File: src/pkg/cc_conn_pkg.sv
// Constants and types for the port connection state machine.
// Assumes a single 40 MHz clock domain; no software-visible registers.
package cc_conn_pkg;
   localparam int unsigned CLK_HZ = 40_000_000;
   // Debounce time in microseconds; plain default, shortened in simulation
   localparam int unsigned DEBOUNCE_US = 150;
   localparam int unsigned DEBOUNCE_CYC = (DEBOUNCE_US * (CLK_HZ / 1_000_000));
   // Dwell in each unattached role while toggling, in microseconds
   localparam int unsigned TOGGLE_US = 50;
   localparam int unsigned TOGGLE_CYC = (TOGGLE_US * (CLK_HZ / 1_000_000));
   localparam int unsigned CNT_W = 16;

   // Port kinds
   localparam logic [1:0] KIND_SRC = 2'h0;
   localparam logic [1:0] KIND_SNK = 2'h1;
   localparam logic [1:0] KIND_DRP = 2'h2;

   // Try mechanism choice
   localparam logic [1:0] TRY_NONE = 2'h0;
   localparam logic [1:0] TRY_SRC = 2'h1;
   localparam logic [1:0] TRY_SNK = 2'h2;

   typedef enum logic [3:0] {
      ST_UNATT_SNK = 4'h0,
      ST_WAIT_SNK = 4'h1,
      ST_ATT_SNK = 4'h2,
      ST_UNATT_SRC = 4'h3,
      ST_WAIT_SRC = 4'h4,
      ST_ATT_SRC = 4'h5,
      ST_TRY_SRC = 4'h6,
      ST_TRY_SNK = 4'h7
   } conn_state_t;

   // Termination presented on CC
   localparam logic [1:0] TERM_OPEN = 2'h0;
   localparam logic [1:0] TERM_PULLUP = 2'h1;
   localparam logic [1:0] TERM_PULLDOWN = 2'h2;
endpackage

File: src/verilog/cc_debounce.sv
// Debounce counter: reports a condition once stable for a set number of cycles.
// Assumes inputs synchronous to clk_in.
`timescale 1ns/1ps
module cc_debounce
   import cc_conn_pkg::*;
#(
   parameter int unsigned CYCLES = DEBOUNCE_CYC
) (
   input wire logic clk_in,
   input wire logic rst_n_in,
   input wire logic en_in,
   input wire logic restart_in,
   input wire logic cond_in,
   output logic stable_out
);
   logic [CNT_W-1:0] cnt_q;
   logic [CNT_W-1:0] cnt_d;
   logic cond_q;
   logic cond_d;

   ////////////////////////////////////////////////////////////////////////
   always_comb begin
      cond_d = cond_in;
      cnt_d = cnt_q;
      // Any change of the watched level starts the interval again
      if (restart_in || (cond_in != cond_q) || !cond_in) begin
         cnt_d = '0;
      end else if (cnt_q < CNT_W'(CYCLES)) begin
         cnt_d = cnt_q + CNT_W'(1);
      end
   end

   always_ff @(posedge clk_in or negedge rst_n_in) begin
      if (!rst_n_in) begin
         cnt_q <= '0;
         cond_q <= 1'b0;
      end else if (en_in) begin
         cnt_q <= cnt_d;
         cond_q <= cond_d;
      end
   end

   assign stable_out = (cnt_q >= CNT_W'(CYCLES)) && cond_in;
endmodule

File: src/verilog/cc_port_conn.sv
// Connection-detection state machine for a reversible port (source, sink or dual-role).
// Assumes CC/VBUS sense inputs already conditioned and synchronous to clk_in.
// Outputs are registered and change on the edge that enters a state.
//
// Overview of operation
// Unattached dual-role port alternates sink and source until termination seen.
// Source seeing pull-down waits, attaches after debounce of that pull-down.
// Entering attached source turns on VBUS and VCONN.
// Simple USB 2.0 sink may go straight to attached on VBUS.
// Sink seeing pull-up waits; attaches after debounce plus VBUS present.
// Attached source sets Rp level to cap sink current.
// Attached sink keeps reading vRd level to learn available current.
// Source-only port returns to unattached source on CC removal.
// Attached sink detaches on VBUS loss, returning to unattached sink.
// Dual-role port goes to unattached sink on detach, then toggles.
// Source-preferring dual-role port goes to try-source instead of sink attach.
// In try-source present pull-up and wait for partner role reversal.
// Dual-role attached source losing pull-down falls back to unattached sink.
// Leaving source role removes VBUS, VCONN and presents pull-down.
// Try-source seeing pull-down attaches as source, enabling VBUS and VCONN.
// Try-source and try-sink never both enabled; chosen while unattached.
// Debounce is a cycle-count parameter, restarting on any CC change.
`timescale 1ns/1ps
module cc_port_conn
   import cc_conn_pkg::*;
#(
   parameter int unsigned DEBOUNCE_CYCLES = DEBOUNCE_CYC,
   parameter int unsigned TOGGLE_CYCLES = TOGGLE_CYC
) (
   input wire logic clk_in,
   input wire logic rst_n_in,
   input wire logic clk_en_in,
   input wire logic [1:0] port_kind_in,
   input wire logic [1:0] try_mode_in,
   input wire logic usb2_simple_in,
   input wire logic cc_pulldown_seen_in,
   input wire logic cc_pullup_seen_in,
   input wire logic [1:0] cc_rd_level_in,
   input wire logic vbus_present_in,
   input wire logic [1:0] rp_limit_in,
   output logic [3:0] state_out,
   output logic [1:0] cc_term_out,
   output logic [1:0] rp_level_out,
   output logic [1:0] sink_current_out,
   output logic vbus_en_out,
   output logic vconn_en_out,
   output logic attached_out
);
   conn_state_t st_q;
   conn_state_t st_d;
   logic [1:0] try_q;
   logic [1:0] try_d;
   logic [1:0] term_d;
   logic [1:0] term_q;
   logic [1:0] rp_d;
   logic [1:0] rp_q;
   logic [1:0] cur_d;
   logic [1:0] cur_q;
   logic vbus_d;
   logic vbus_q;
   logic vconn_d;
   logic vconn_q;
   logic att_d;
   logic att_q;
   logic is_drp;
   logic is_src_only;
   logic is_snk_only;
   logic state_change;
   logic deb_cond;
   logic deb_ok;
   logic tgl_tick;

   ////////////////////////////////////////////////////////////////////////
   // Reserved kind code acts as sink-only, the role that drives no supply
   always_comb begin
      is_drp = 1'b0;
      is_src_only = 1'b0;
      is_snk_only = 1'b0;
      case (port_kind_in)
         KIND_SRC: begin
            is_src_only = 1'b1;
         end
         KIND_SNK: begin
            is_snk_only = 1'b1;
         end
         KIND_DRP: begin
            is_drp = 1'b1;
         end
         default: begin
            is_snk_only = 1'b1;
         end
      endcase
   end

   assign state_change = (st_d != st_q);

   ////////////////////////////////////////////////////////////////////////
   // Debounce watches the partner termination relevant to the current role
   // One counter serves both wait states, as only one of them is live at a time
   assign deb_cond = (st_q == ST_WAIT_SRC) ? cc_pulldown_seen_in : cc_pullup_seen_in;

   cc_debounce #(
      .CYCLES(DEBOUNCE_CYCLES)
   ) u_deb (
      .clk_in(clk_in),
      .rst_n_in(rst_n_in),
      .en_in(clk_en_in),
      .restart_in(state_change),
      .cond_in(deb_cond),
      .stable_out(deb_ok)
   );

   // Dwell restarts on every state change, so each role gets a full window
   cc_toggle_timer #(
      .CYCLES(TOGGLE_CYCLES)
   ) u_tgl (
      .clk_in(clk_in),
      .rst_n_in(rst_n_in),
      .en_in(clk_en_in),
      .restart_in(state_change),
      .tick_out(tgl_tick)
   );

   ////////////////////////////////////////////////////////////////////////
   // Try mechanism: one choice only, latched while unattached
   always_comb begin
      try_d = try_q;
      if (st_q == ST_UNATT_SNK || st_q == ST_UNATT_SRC) begin
         try_d = is_drp ? try_mode_in : TRY_NONE;
         if (try_mode_in == (TRY_SRC | TRY_SNK)) begin
            try_d = TRY_NONE; // Both requested is illegal, use neither
         end
      end
   end

   // Held through attach so a late strap change cannot flip an agreed role
   always_ff @(posedge clk_in or negedge rst_n_in) begin
      if (!rst_n_in) begin
         try_q <= TRY_NONE;
      end else if (clk_en_in) begin
         try_q <= try_d;
      end
   end

   ////////////////////////////////////////////////////////////////////////
   always_comb begin
      st_d = st_q;
      case (st_q)
         ST_UNATT_SNK: begin
            if (is_src_only) begin
               st_d = ST_UNATT_SRC;
            end else if (usb2_simple_in && is_snk_only) begin
               // Simple sink waits on VBUS alone; the pull-up comes well before it
               if (vbus_present_in) begin
                  st_d = ST_ATT_SNK;
               end
            end else if (cc_pullup_seen_in) begin
               st_d = ST_WAIT_SNK;
            end else if (is_drp && tgl_tick) begin
               st_d = ST_UNATT_SRC;
            end
         end
         ST_WAIT_SNK: begin
            if (!cc_pullup_seen_in && !vbus_present_in) begin
               st_d = is_drp ? ST_UNATT_SRC : ST_UNATT_SNK;
            end else if (deb_ok && vbus_present_in) begin
               // Source-preferring dual-role port tries to flip the result
               st_d = (try_q == TRY_SRC) ? ST_TRY_SRC : ST_ATT_SNK;
            end
         end
         ST_ATT_SNK: begin
            if (!vbus_present_in) begin
               st_d = ST_UNATT_SNK;
            end
         end
         ST_UNATT_SRC: begin
            if (is_snk_only) begin
               st_d = ST_UNATT_SNK;
            end else if (cc_pulldown_seen_in) begin
               st_d = ST_WAIT_SRC;
            end else if (is_drp && tgl_tick) begin
               st_d = ST_UNATT_SNK;
            end
         end
         ST_WAIT_SRC: begin
            if (!cc_pulldown_seen_in) begin
               st_d = is_drp ? ST_UNATT_SNK : ST_UNATT_SRC;
            end else if (deb_ok) begin
               st_d = (try_q == TRY_SNK) ? ST_TRY_SNK : ST_ATT_SRC;
            end
         end
         ST_ATT_SRC: begin
            if (!cc_pulldown_seen_in) begin
               // Dual-role falls back to sink, source-only stays a source
               st_d = is_drp ? ST_UNATT_SNK : ST_UNATT_SRC;
            end
         end
         ST_TRY_SRC: begin
            if (cc_pulldown_seen_in) begin
               st_d = ST_ATT_SRC;
            end else if (tgl_tick && !cc_pullup_seen_in) begin
               // Partner pull-up gone at a dwell tick; give up rather than hang here
               st_d = ST_UNATT_SNK;
            end
         end
         ST_TRY_SNK: begin
            // Sink-preferring port holds pull-down until the partner sources VBUS, or until a dwell tick with no pull-up seen
            if (vbus_present_in && cc_pullup_seen_in) begin
               st_d = ST_ATT_SNK;
            end else if (tgl_tick && !cc_pullup_seen_in) begin
               st_d = ST_UNATT_SRC;
            end
         end
         default: begin
            st_d = ST_UNATT_SNK;
         end
      endcase
   end

   // State shares the enable with the outputs so a frozen port stays consistent
   always_ff @(posedge clk_in or negedge rst_n_in) begin
      if (!rst_n_in) begin
         st_q <= ST_UNATT_SNK;
      end else if (clk_en_in) begin
         st_q <= st_d;
      end
   end

   ////////////////////////////////////////////////////////////////////////
   // Outputs derive from the next state so they change with the entry edge
   always_comb begin
      term_d = TERM_PULLDOWN;
      vbus_d = 1'b0;
      vconn_d = 1'b0;
      att_d = 1'b0;
      case (st_d)
         ST_UNATT_SRC, ST_WAIT_SRC: begin
            term_d = TERM_PULLUP;
         end
         ST_TRY_SRC: begin
            term_d = TERM_PULLUP;
         end
         ST_ATT_SRC: begin
            term_d = TERM_PULLUP;
            vbus_d = 1'b1;
            vconn_d = 1'b1;
            att_d = 1'b1;
         end
         ST_ATT_SNK: begin
            att_d = 1'b1;
         end
         default: begin
            // Sink-side states drop supplies and present pull-down
            term_d = TERM_PULLDOWN;
         end
      endcase
   end

   always_ff @(posedge clk_in or negedge rst_n_in) begin
      if (!rst_n_in) begin
         term_q <= TERM_PULLDOWN;
         vbus_q <= 1'b0;
         vconn_q <= 1'b0;
         att_q <= 1'b0;
      end else if (clk_en_in) begin
         term_q <= term_d;
         vbus_q <= vbus_d;
         vconn_q <= vconn_d;
         att_q <= att_d;
      end
   end

   ////////////////////////////////////////////////////////////////////////
   // Current levels: Rp keeps its last setting once the source role ends
   always_comb begin
      rp_d = rp_q;
      cur_d = 2'h0;
      if (st_d == ST_ATT_SRC) begin
         rp_d = rp_limit_in;
      end
      if (st_d == ST_ATT_SNK) begin
         cur_d = cc_rd_level_in;
      end
   end

   always_ff @(posedge clk_in or negedge rst_n_in) begin
      if (!rst_n_in) begin
         rp_q <= 2'h0;
         cur_q <= 2'h0;
      end else if (clk_en_in) begin
         rp_q <= rp_d;
         cur_q <= cur_d;
      end
   end

   assign state_out = st_q;
   assign cc_term_out = term_q;
   assign rp_level_out = rp_q;
   assign sink_current_out = cur_q;
   assign vbus_en_out = vbus_q;
   assign vconn_en_out = vconn_q;
   assign attached_out = att_q;
endmodule

File: src/verilog/cc_toggle_timer.sv
// Free-running dwell timer giving a one-cycle tick for role toggling.
// Assumes inputs synchronous to clk_in.
`timescale 1ns/1ps
module cc_toggle_timer
   import cc_conn_pkg::*;
#(
   parameter int unsigned CYCLES = TOGGLE_CYC
) (
   input wire logic clk_in,
   input wire logic rst_n_in,
   input wire logic en_in,
   input wire logic restart_in,
   output logic tick_out
);
   logic [CNT_W-1:0] cnt_q;
   logic [CNT_W-1:0] cnt_d;

   ////////////////////////////////////////////////////////////////////////
   always_comb begin
      cnt_d = cnt_q + CNT_W'(1);
      if (restart_in || tick_out) begin
         cnt_d = '0;
      end
   end

   always_ff @(posedge clk_in or negedge rst_n_in) begin
      if (!rst_n_in) begin
         cnt_q <= '0;
      end else if (en_in) begin
         cnt_q <= cnt_d;
      end
   end

   assign tick_out = (cnt_q >= CNT_W'(CYCLES - 1));
endmodule
File: config.mk
export PLATFORM = sky130hd
export DESIGN_NAME = cc_port_conn
export DESIGN_NICKNAME = d
export VERILOG_FILES = /design/src/pkg/cc_conn_pkg.sv /design/src/verilog/cc_debounce.sv /design/src/verilog/cc_port_conn.sv /design/src/verilog/cc_toggle_timer.sv
export SDC_FILE = /design/constraint.sdc
export NUM_CORES = 1
export LEC_CHECK = 0
export BUFFER_PORTS_ARGS = -buffer_cell sky130_fd_sc_hd__buf_4
export CAP_MARGIN = 40
export CORE_ASPECT_RATIO = 2
export CORE_MARGIN = 2
export CORE_UTILIZATION = 59
export DETAILED_ROUTE_END_ITERATION = 7
export GPL_TIMING_DRIVEN = 0
export HOLD_SLACK_MARGIN = 0.08
export PLACE_DENSITY_LB_ADDON = 0.3
export REMOVE_ABC_BUFFERS = 1
export SYNTH_ARGS = -nofsm -noshare
export SYNTH_HDL_FRONTEND = slang
export SYNTH_SLANG_ARGS = --single-unit
File: constraint.sdc
create_clock -name clk_in -period 3.2 [get_ports clk_in]
set_input_delay 0.16 -clock clk_in [delete_from_list [all_inputs] [get_ports clk_in]]
set_output_delay 0.16 -clock clk_in [all_outputs]
set_load 0.03 [all_outputs]
==> results of run 1 <==
cell type report:
class                           instances  area share, %
Inverter                               27           2.93
Clock inverter                          1          0.867
Sequential cell                        47           34.1
Timing Repair Buffer                   41           9.93
Clock buffer                            7           2.20
Tap cell                               57           2.06
Multi-Input combinational cell        240           47.9
worst max-delay path by stage:
| stage | to | slack [ns] | cells past startpoint |
|---|---|---|---|
| 2_1_floorplan | u_deb.cnt_q[2] | 0.02 | 8 |
| 3_3_place_gp | u_deb.cnt_q[2] | -0.37 | 8 |
| 3_5_place_dp | u_tgl.cnt_q[15] | -0.32 | 8 |
| 4_1_cts | u_deb.cnt_q[6] | 0.02 | 8 |
| 5_1_grt | u_deb.cnt_q[6] | -0.03 | 9 |
| 6_report | u_deb.cnt_q[6] | 0.13 | 10 |
worst max-delay path, stage by stage (launching register included):
cell and delay [ns]:
dfrtp_1 0.39, ha_1 0.23, nand3_2 0.13, a311oi_4 0.42, nor2_4 0.13, a221o_1 0.39, o21ai_1 0.41, a22oi_4 0.19
a21oi_2 0.28, buf_6 0.22, o221ai_1 0.14
stage by stage:
step	util (%)	instances	total power, mW	instance area [µm²]
after floorplan	-	313	1.45	2880
after global placement	64.8	397	1.74	3150
after detailed placement	65.1	398	1.76	3170
after CTS	69.4	414	2.35	3380
after global routing	71.2	420	2.63	3460
final	71.2	420	2.50	3460
registers in the layout (all words and copies together) (netlist names):
name / flops
sink_current_out: 2
vconn_en_out: 1
u_deb.cond_q: 1
cc_term_out: 2
try_q: 2
rp_level_out: 2
u_tgl.cnt_q: 16
attached_out: 1
state_out: 4
u_deb.cnt_q: 16
per-layer routing:
metal	GRT usage (%)	routed length, µm
met4	16.6	344
met1	32.2	2850
met5	0	0
met3	6.18	380
met2	51.6	4300
logic make-up (layout without fill, tap and decap cells):
kind of cell             Yosys count  after routing  share of synthesized area, %
AO/OA/AOI/OAI                     86             87                          22.7
XOR/XNOR                          10             10                          2.94
multiplexers                       8              8                          2.85
buffers and inverters             47             76                          6.76
flip-flops                        47             47                          39.5
adder cells (fa/ha/maj)            3              3                          1.26
AND/OR/NAND/NOR                  132            132                          24.0
repair_timing:
action                                 4_1_cts  5_1_grt
gates cloned                                 1        0
buffers inserted                             4        6
endpoints found under the hold margin       48        0
hold buffers                                 3        0
setup endpoints to repair                   29       32
resized for setup                            6        6
pin swaps                                    1        5
power groups by stage:
stage,combinational (mW),clock (mW),sequential (mW)
floorplan,0.532,0,0.918
global placement,0.932,0,0.805
detailed placement,0.951,0,0.811
CTS,1.11,0.436,0.807
global route,1.35,0.460,0.825
finish,1.26,0.434,0.813
placed cells by master, fill, tap and decap left out, types with 4 or more instances in the layout:
cell type and n:
dfrtp_1 43, buf_4 35, inv_1 27, nand2_1 26, nor2_1 25, nand3_1 18
a21oi_1 18, nand4_1 14, nor3_1 9, o21ai_0 8, a31oi_1 7, nand2b_1 5
o21ai_1 5, xnor2_1 5, or3_1 5, o221ai_2 5, o221ai_1 5, xor2_1 5
clkbuf_8 5, mux2i_1 4, mux2_2 4, and3_1 4, a2bb2oi_1 4, o22ai_1 4
==> results.md, run 1 <==
* Status: finished clean
* Yosys top cell area share at 38.6%
* Tmin final at 3.07 ns
* EDFF count, synth at 0
* Die area at 5670 µm²
* P_sw at 1.05 mW
* Via-to-Cell Ratio at 6.58
* Hold Path Cell Cnt at 2
* RePlAce Congestion at 0.794
* HPWL Detailed at 5.09 mm
* Clock tree from TritonCTS: yes
* Final Hold Slack at 0.0836 ns
* Final Hold Fails at 0
* Footprint of the multi-input gates at 1660 µm²
* Initial antenna violation count at 0
* Drt first pass iters at 4
* P_int at 1.46 mW
* Clk sinks at 47
* Syn Area/Cell at 8.95 µm²
* Tcrit/Tclk final at 96.0%
* Count leader, synth: dfrtp_1
* TritonCTS Buffers at 5
* Pleak at 1.42 nW
* DRC at 0
* Worst skew pair latency at 0.32 ns
* Grt total ovfl at 0
* All-layer global routing usage at 30.2%
* Reg2Reg Depth at 10
* Synth Flop Type: dfrtp_1
* Synthesis-stage register bit count at 47
* Vias in the first global route at 2719
* Root buffer cell: clkbuf_8
* DR WL/cell at 18.7 µm
* Reg area at 1180 µm²
* Hold WC Path Type: in2reg
* Min-Delay Startpoint: cc_rd_level_in[0]
* Clock-pin slew on the worst setup and hold paths at 0.09 ns
* Final setup violation count at 0
* Crit. End Element: flip-flop
* Fin. max-slew vios at 0
* Placement Setup Slack at -0.320 ns
* R2R Setup Slk at 0.13 ns
* Synth area leader: dfrtp_1
* Synth warn at 0
* Mapped Area at 2980 µm²
* Share of cells above drive strength 1 at 20.7%
* Worst setup margin at 0.128 ns
* Initial DRC Count at 170
* Clock Skews at 0.0140 ns
* Cell variety after synth at 68
* Mapped Cells at 333
* Routed wire length at 7.87 mm
* H-tree depth at 2
* Power Density at 723 nW/µm²
* Critical path class: reg2reg
* Starting Density at 61.3%
* Ant diodes at 0
* Worst path arrival time at 3.24 ns
* Core Rows at 36
* Synth async-reset ratio at 100%
* Crit-path max FO at 13
* # nets final at 380
* Switching Share at 41.8%
* Min-Delay Endpoint: sink_current_out[0]
* Fmax at 326 MHz
* IO Count at 28
* Die Ht at 105 µm
* Worst setup startpoint: u_tgl.cnt_q[0]
* Worst-margin pin slew at 0.591 ns
* Seq pwr share at 32.5%
* First-pass GRT wire length at 12.7 mm
* Sequential area share after synthesis at 39.5%
* Gate power share at 50.2%
* Synth top cells by count: 46 x dfrtp_1, 27 x inv_1, 27 x nand2_1
* Synth-to-Final Area Change at 16.2%
* Core area at 4860 µm²
* Routed Antenna Nets at 0
* Bufs on Longest Clock Path at 2
* Worst endpoint required time at 3.37 ns
* Die Width at 54.3 µm
* VDD IR max at 0.668 mV
* R2R Path End: u_deb.cnt_q[6]
* Max Cap Violations at 0
* RR Startpoint: u_tgl.cnt_q[0]
* Via Count at 2762
* Clock power share at 17.3%
* Top cells by area, synth: dfrtp_1 39%, inv_1 3.4%, nand2_1 3.4%, nor2_1 3.1%, a21oi_1 3.0%
* Buffers on Ports at 27
* Fillers at 373
* Setup TNS at 0 ns
* Worst rel slew slack at 60.0%
* Largest net degree at the start of global routing at 48
* Startpoint type of the worst setup path: flip-flop
Power figures use the tool's default switching activity.
==> inputs of run 2 (changes only) <==
Settings changed: CELL_PAD_IN_SITES_DETAIL_PLACEMENT set to 1, CELL_PAD_IN_SITES_GLOBAL_PLACEMENT set to 1, CORE_UTILIZATION 59 to 46.
==> run 2 against run 1 <==
Utilization decreased by 14 points; global-route usage shrank 4.3 points; wire length rose by 11%; maximum frequency up 0.85%; total power increased by 7.7%; cell count grew 6.9%; critical endpoint is now u_tgl.cnt_q[2]; setup slack improved by 0.026 ns; largest power group unchanged; critical path depth grew 1.
==> results.md, run 2 (synthesis gave the netlist of run 1 again) <==
* Status: finished clean
* Fmax at 328 MHz
* Initial DRC Count at 129
* Worst path arrival time at 3.26 ns
* Routed wire length at 8.72 mm
* Fin. max-slew vios at 0
* Worst-margin pin slew at 0.622 ns
* Grt total ovfl at 0
* Critical path class: reg2reg
* Share of cells above drive strength 1 at 22.9%
* CP max stage cell: dfrtp_4
* Min-Delay Endpoint: rp_level_out[0]
* Largest net degree at the start of global routing at 48
* Most frequent cells in the layout: 43 x dfrtp_1, 38 x buf_4, 27 x inv_1
* First-pass GRT wire length at 14.1 mm
* Placement Cell Area at 3200 µm²
* Placed cell count at 427
* H-tree depth at 2
* Setup TNS at 0 ns
* CP max stage delay at 0.57 ns
* IO Count at 28
* Drt first pass iters at 4
* Layout Cell Area excl Fill at 3590 µm²
* Power Density at 751 nW/µm²
* Die Ht at 118 µm
* DRC at 0
* Delay-heaviest family, CP: compound AO/OA/AOI/OAI gates
* Most frequent CP cell: buf_4
* Final Hold Fails at 0
* Clock-pin slew on the worst setup and hold paths at 0.06 ns
* Die Width at 60.9 µm
* R2R Path End: u_tgl.cnt_q[2]
* Bufs on Longest Clock Path at 2
* Hold Path Cell Cnt at 2
* Routed Antenna Nets at 0
* Initial antenna violation count at 0
* RePlAce Congestion at 0.805
* Max Cap Violations at 0
* Crit-path max FO at 17
* Pleak at 1.46 nW
* Vias in the first global route at 2936
* Synth-to-Final Area Change at 20.5%
* Core Rows at 41
* Starting Density at 47.2%
* Via-to-Cell Ratio at 6.06
* Core area at 6310 µm²
* Ant diodes at 0
* VDD IR max at 0.372 mV
* Crit. End Element: flip-flop
* RR Startpoint: state_out[0]
* Root buffer cell: clkbuf_16
* Clock tree from TritonCTS: yes
* Commonest non-fill, non-tap cell in the layout: dfrtp_1
* Reg2Reg Depth at 11
* Hold WC Path Type: in2reg
* Worst skew pair latency at 0.30 ns
* Clk sinks at 47
* Tcrit/Tclk final at 95.2%
* R2R Setup Slk at 0.15 ns
* All-layer global routing usage at 25.9%
* Crit-path cells: nor4b_4 > mux2i_2 > nor3_1 > a311oi_2 > o311ai_2 > buf_4 > a22oi_4 > buf_4 > buf_4 > nand3_4 > o22ai_1
* Clock Skews at 0.00310 ns
* Min-Delay Startpoint: rp_limit_in[0]
* Total power at 2.70 mW
* Via Count at 2720
* Final setup violation count at 0
* # nets final at 380
* Layout Cells excl Fill at 449
* Worst endpoint required time at 3.42 ns
* Die area at 7180 µm²
* DR WL/cell at 19.4 µm
* Startpoint type of the worst setup path: flip-flop
* Tmin final at 3.05 ns
* WP buf/inv at 3
* HPWL Detailed at 5.86 mm
* Buffers on Ports at 27
* TritonCTS Buffers at 5
* Worst rel slew slack at 57.8%
run 2: what timing repair did:
item                                    4_1_cts  5_1_grt
gates resized for setup                      12        8
endpoints found under the hold margin        46        0
setup buffers                                 5        7
gates cloned                                  1        0
hold buffers                                  1        0
pin swaps                                     3        6
endpoints found under the setup margin       32       32
run 2: cell type report:
type	count	area (µm²)
clock buffer	6	139
clock inverter	2	35.0
fill	731	2720
inverter	27	101
multi-input combinational	240	1700
sequential	47	1180
tap	86	108
timing repair buffer	41	327
run 2: worst max path at each step:
stage,startpoint,depth (start not counted),slack (ns),to
finish,state_out[0],11,0.15,u_tgl.cnt_q[2]
global placement,state_out[0],8,-0.48,u_deb.cnt_q[2]
CTS,u_tgl.cnt_q[0],10,0.01,u_deb.cnt_q[3]
detailed placement,state_out[0],8,-0.51,u_tgl.cnt_q[12]
global route,state_out[0],9,-0.002,u_tgl.cnt_q[15]
floorplan,state_out[2],8,0.02,u_deb.cnt_q[2]
run 2: report_power, final:
group	total (mW)	switching (mW)	internal (mW)	leakage [nW]
Sequential	0.821	0.134	0.687	0.630
Combinational	1.25	0.725	0.530	0.741
Clock	0.622	0.233	0.389	0.0868
Total	2.70	1.09	1.61	1.46
run 2: metal layers:
| metal | global-route usage (%) | wire length, µm | vias up |
|---|---|---|---|
| li1 | - | - | 1282 |
| met1 | 26.4 | 3280 | 1385 |
| met2 | 48.9 | 5110 | 40 |
| met3 | 3.74 | 144 | 13 |
| met4 | 9.92 | 184 | 0 |
| met5 | 0 | 0 | - |
run 2: metrics by stage:
step,setup slack (ns),util (%),hold WS [ns]
CTS,0.0113,55.4,0.0905
finish,0.154,56.9,0.0948
floorplan,0.0235,-,-0.136
global placement,-0.477,50.6,0.216
detailed placement,-0.508,50.7,0.218
global route,-0.00211,56.9,0.0955
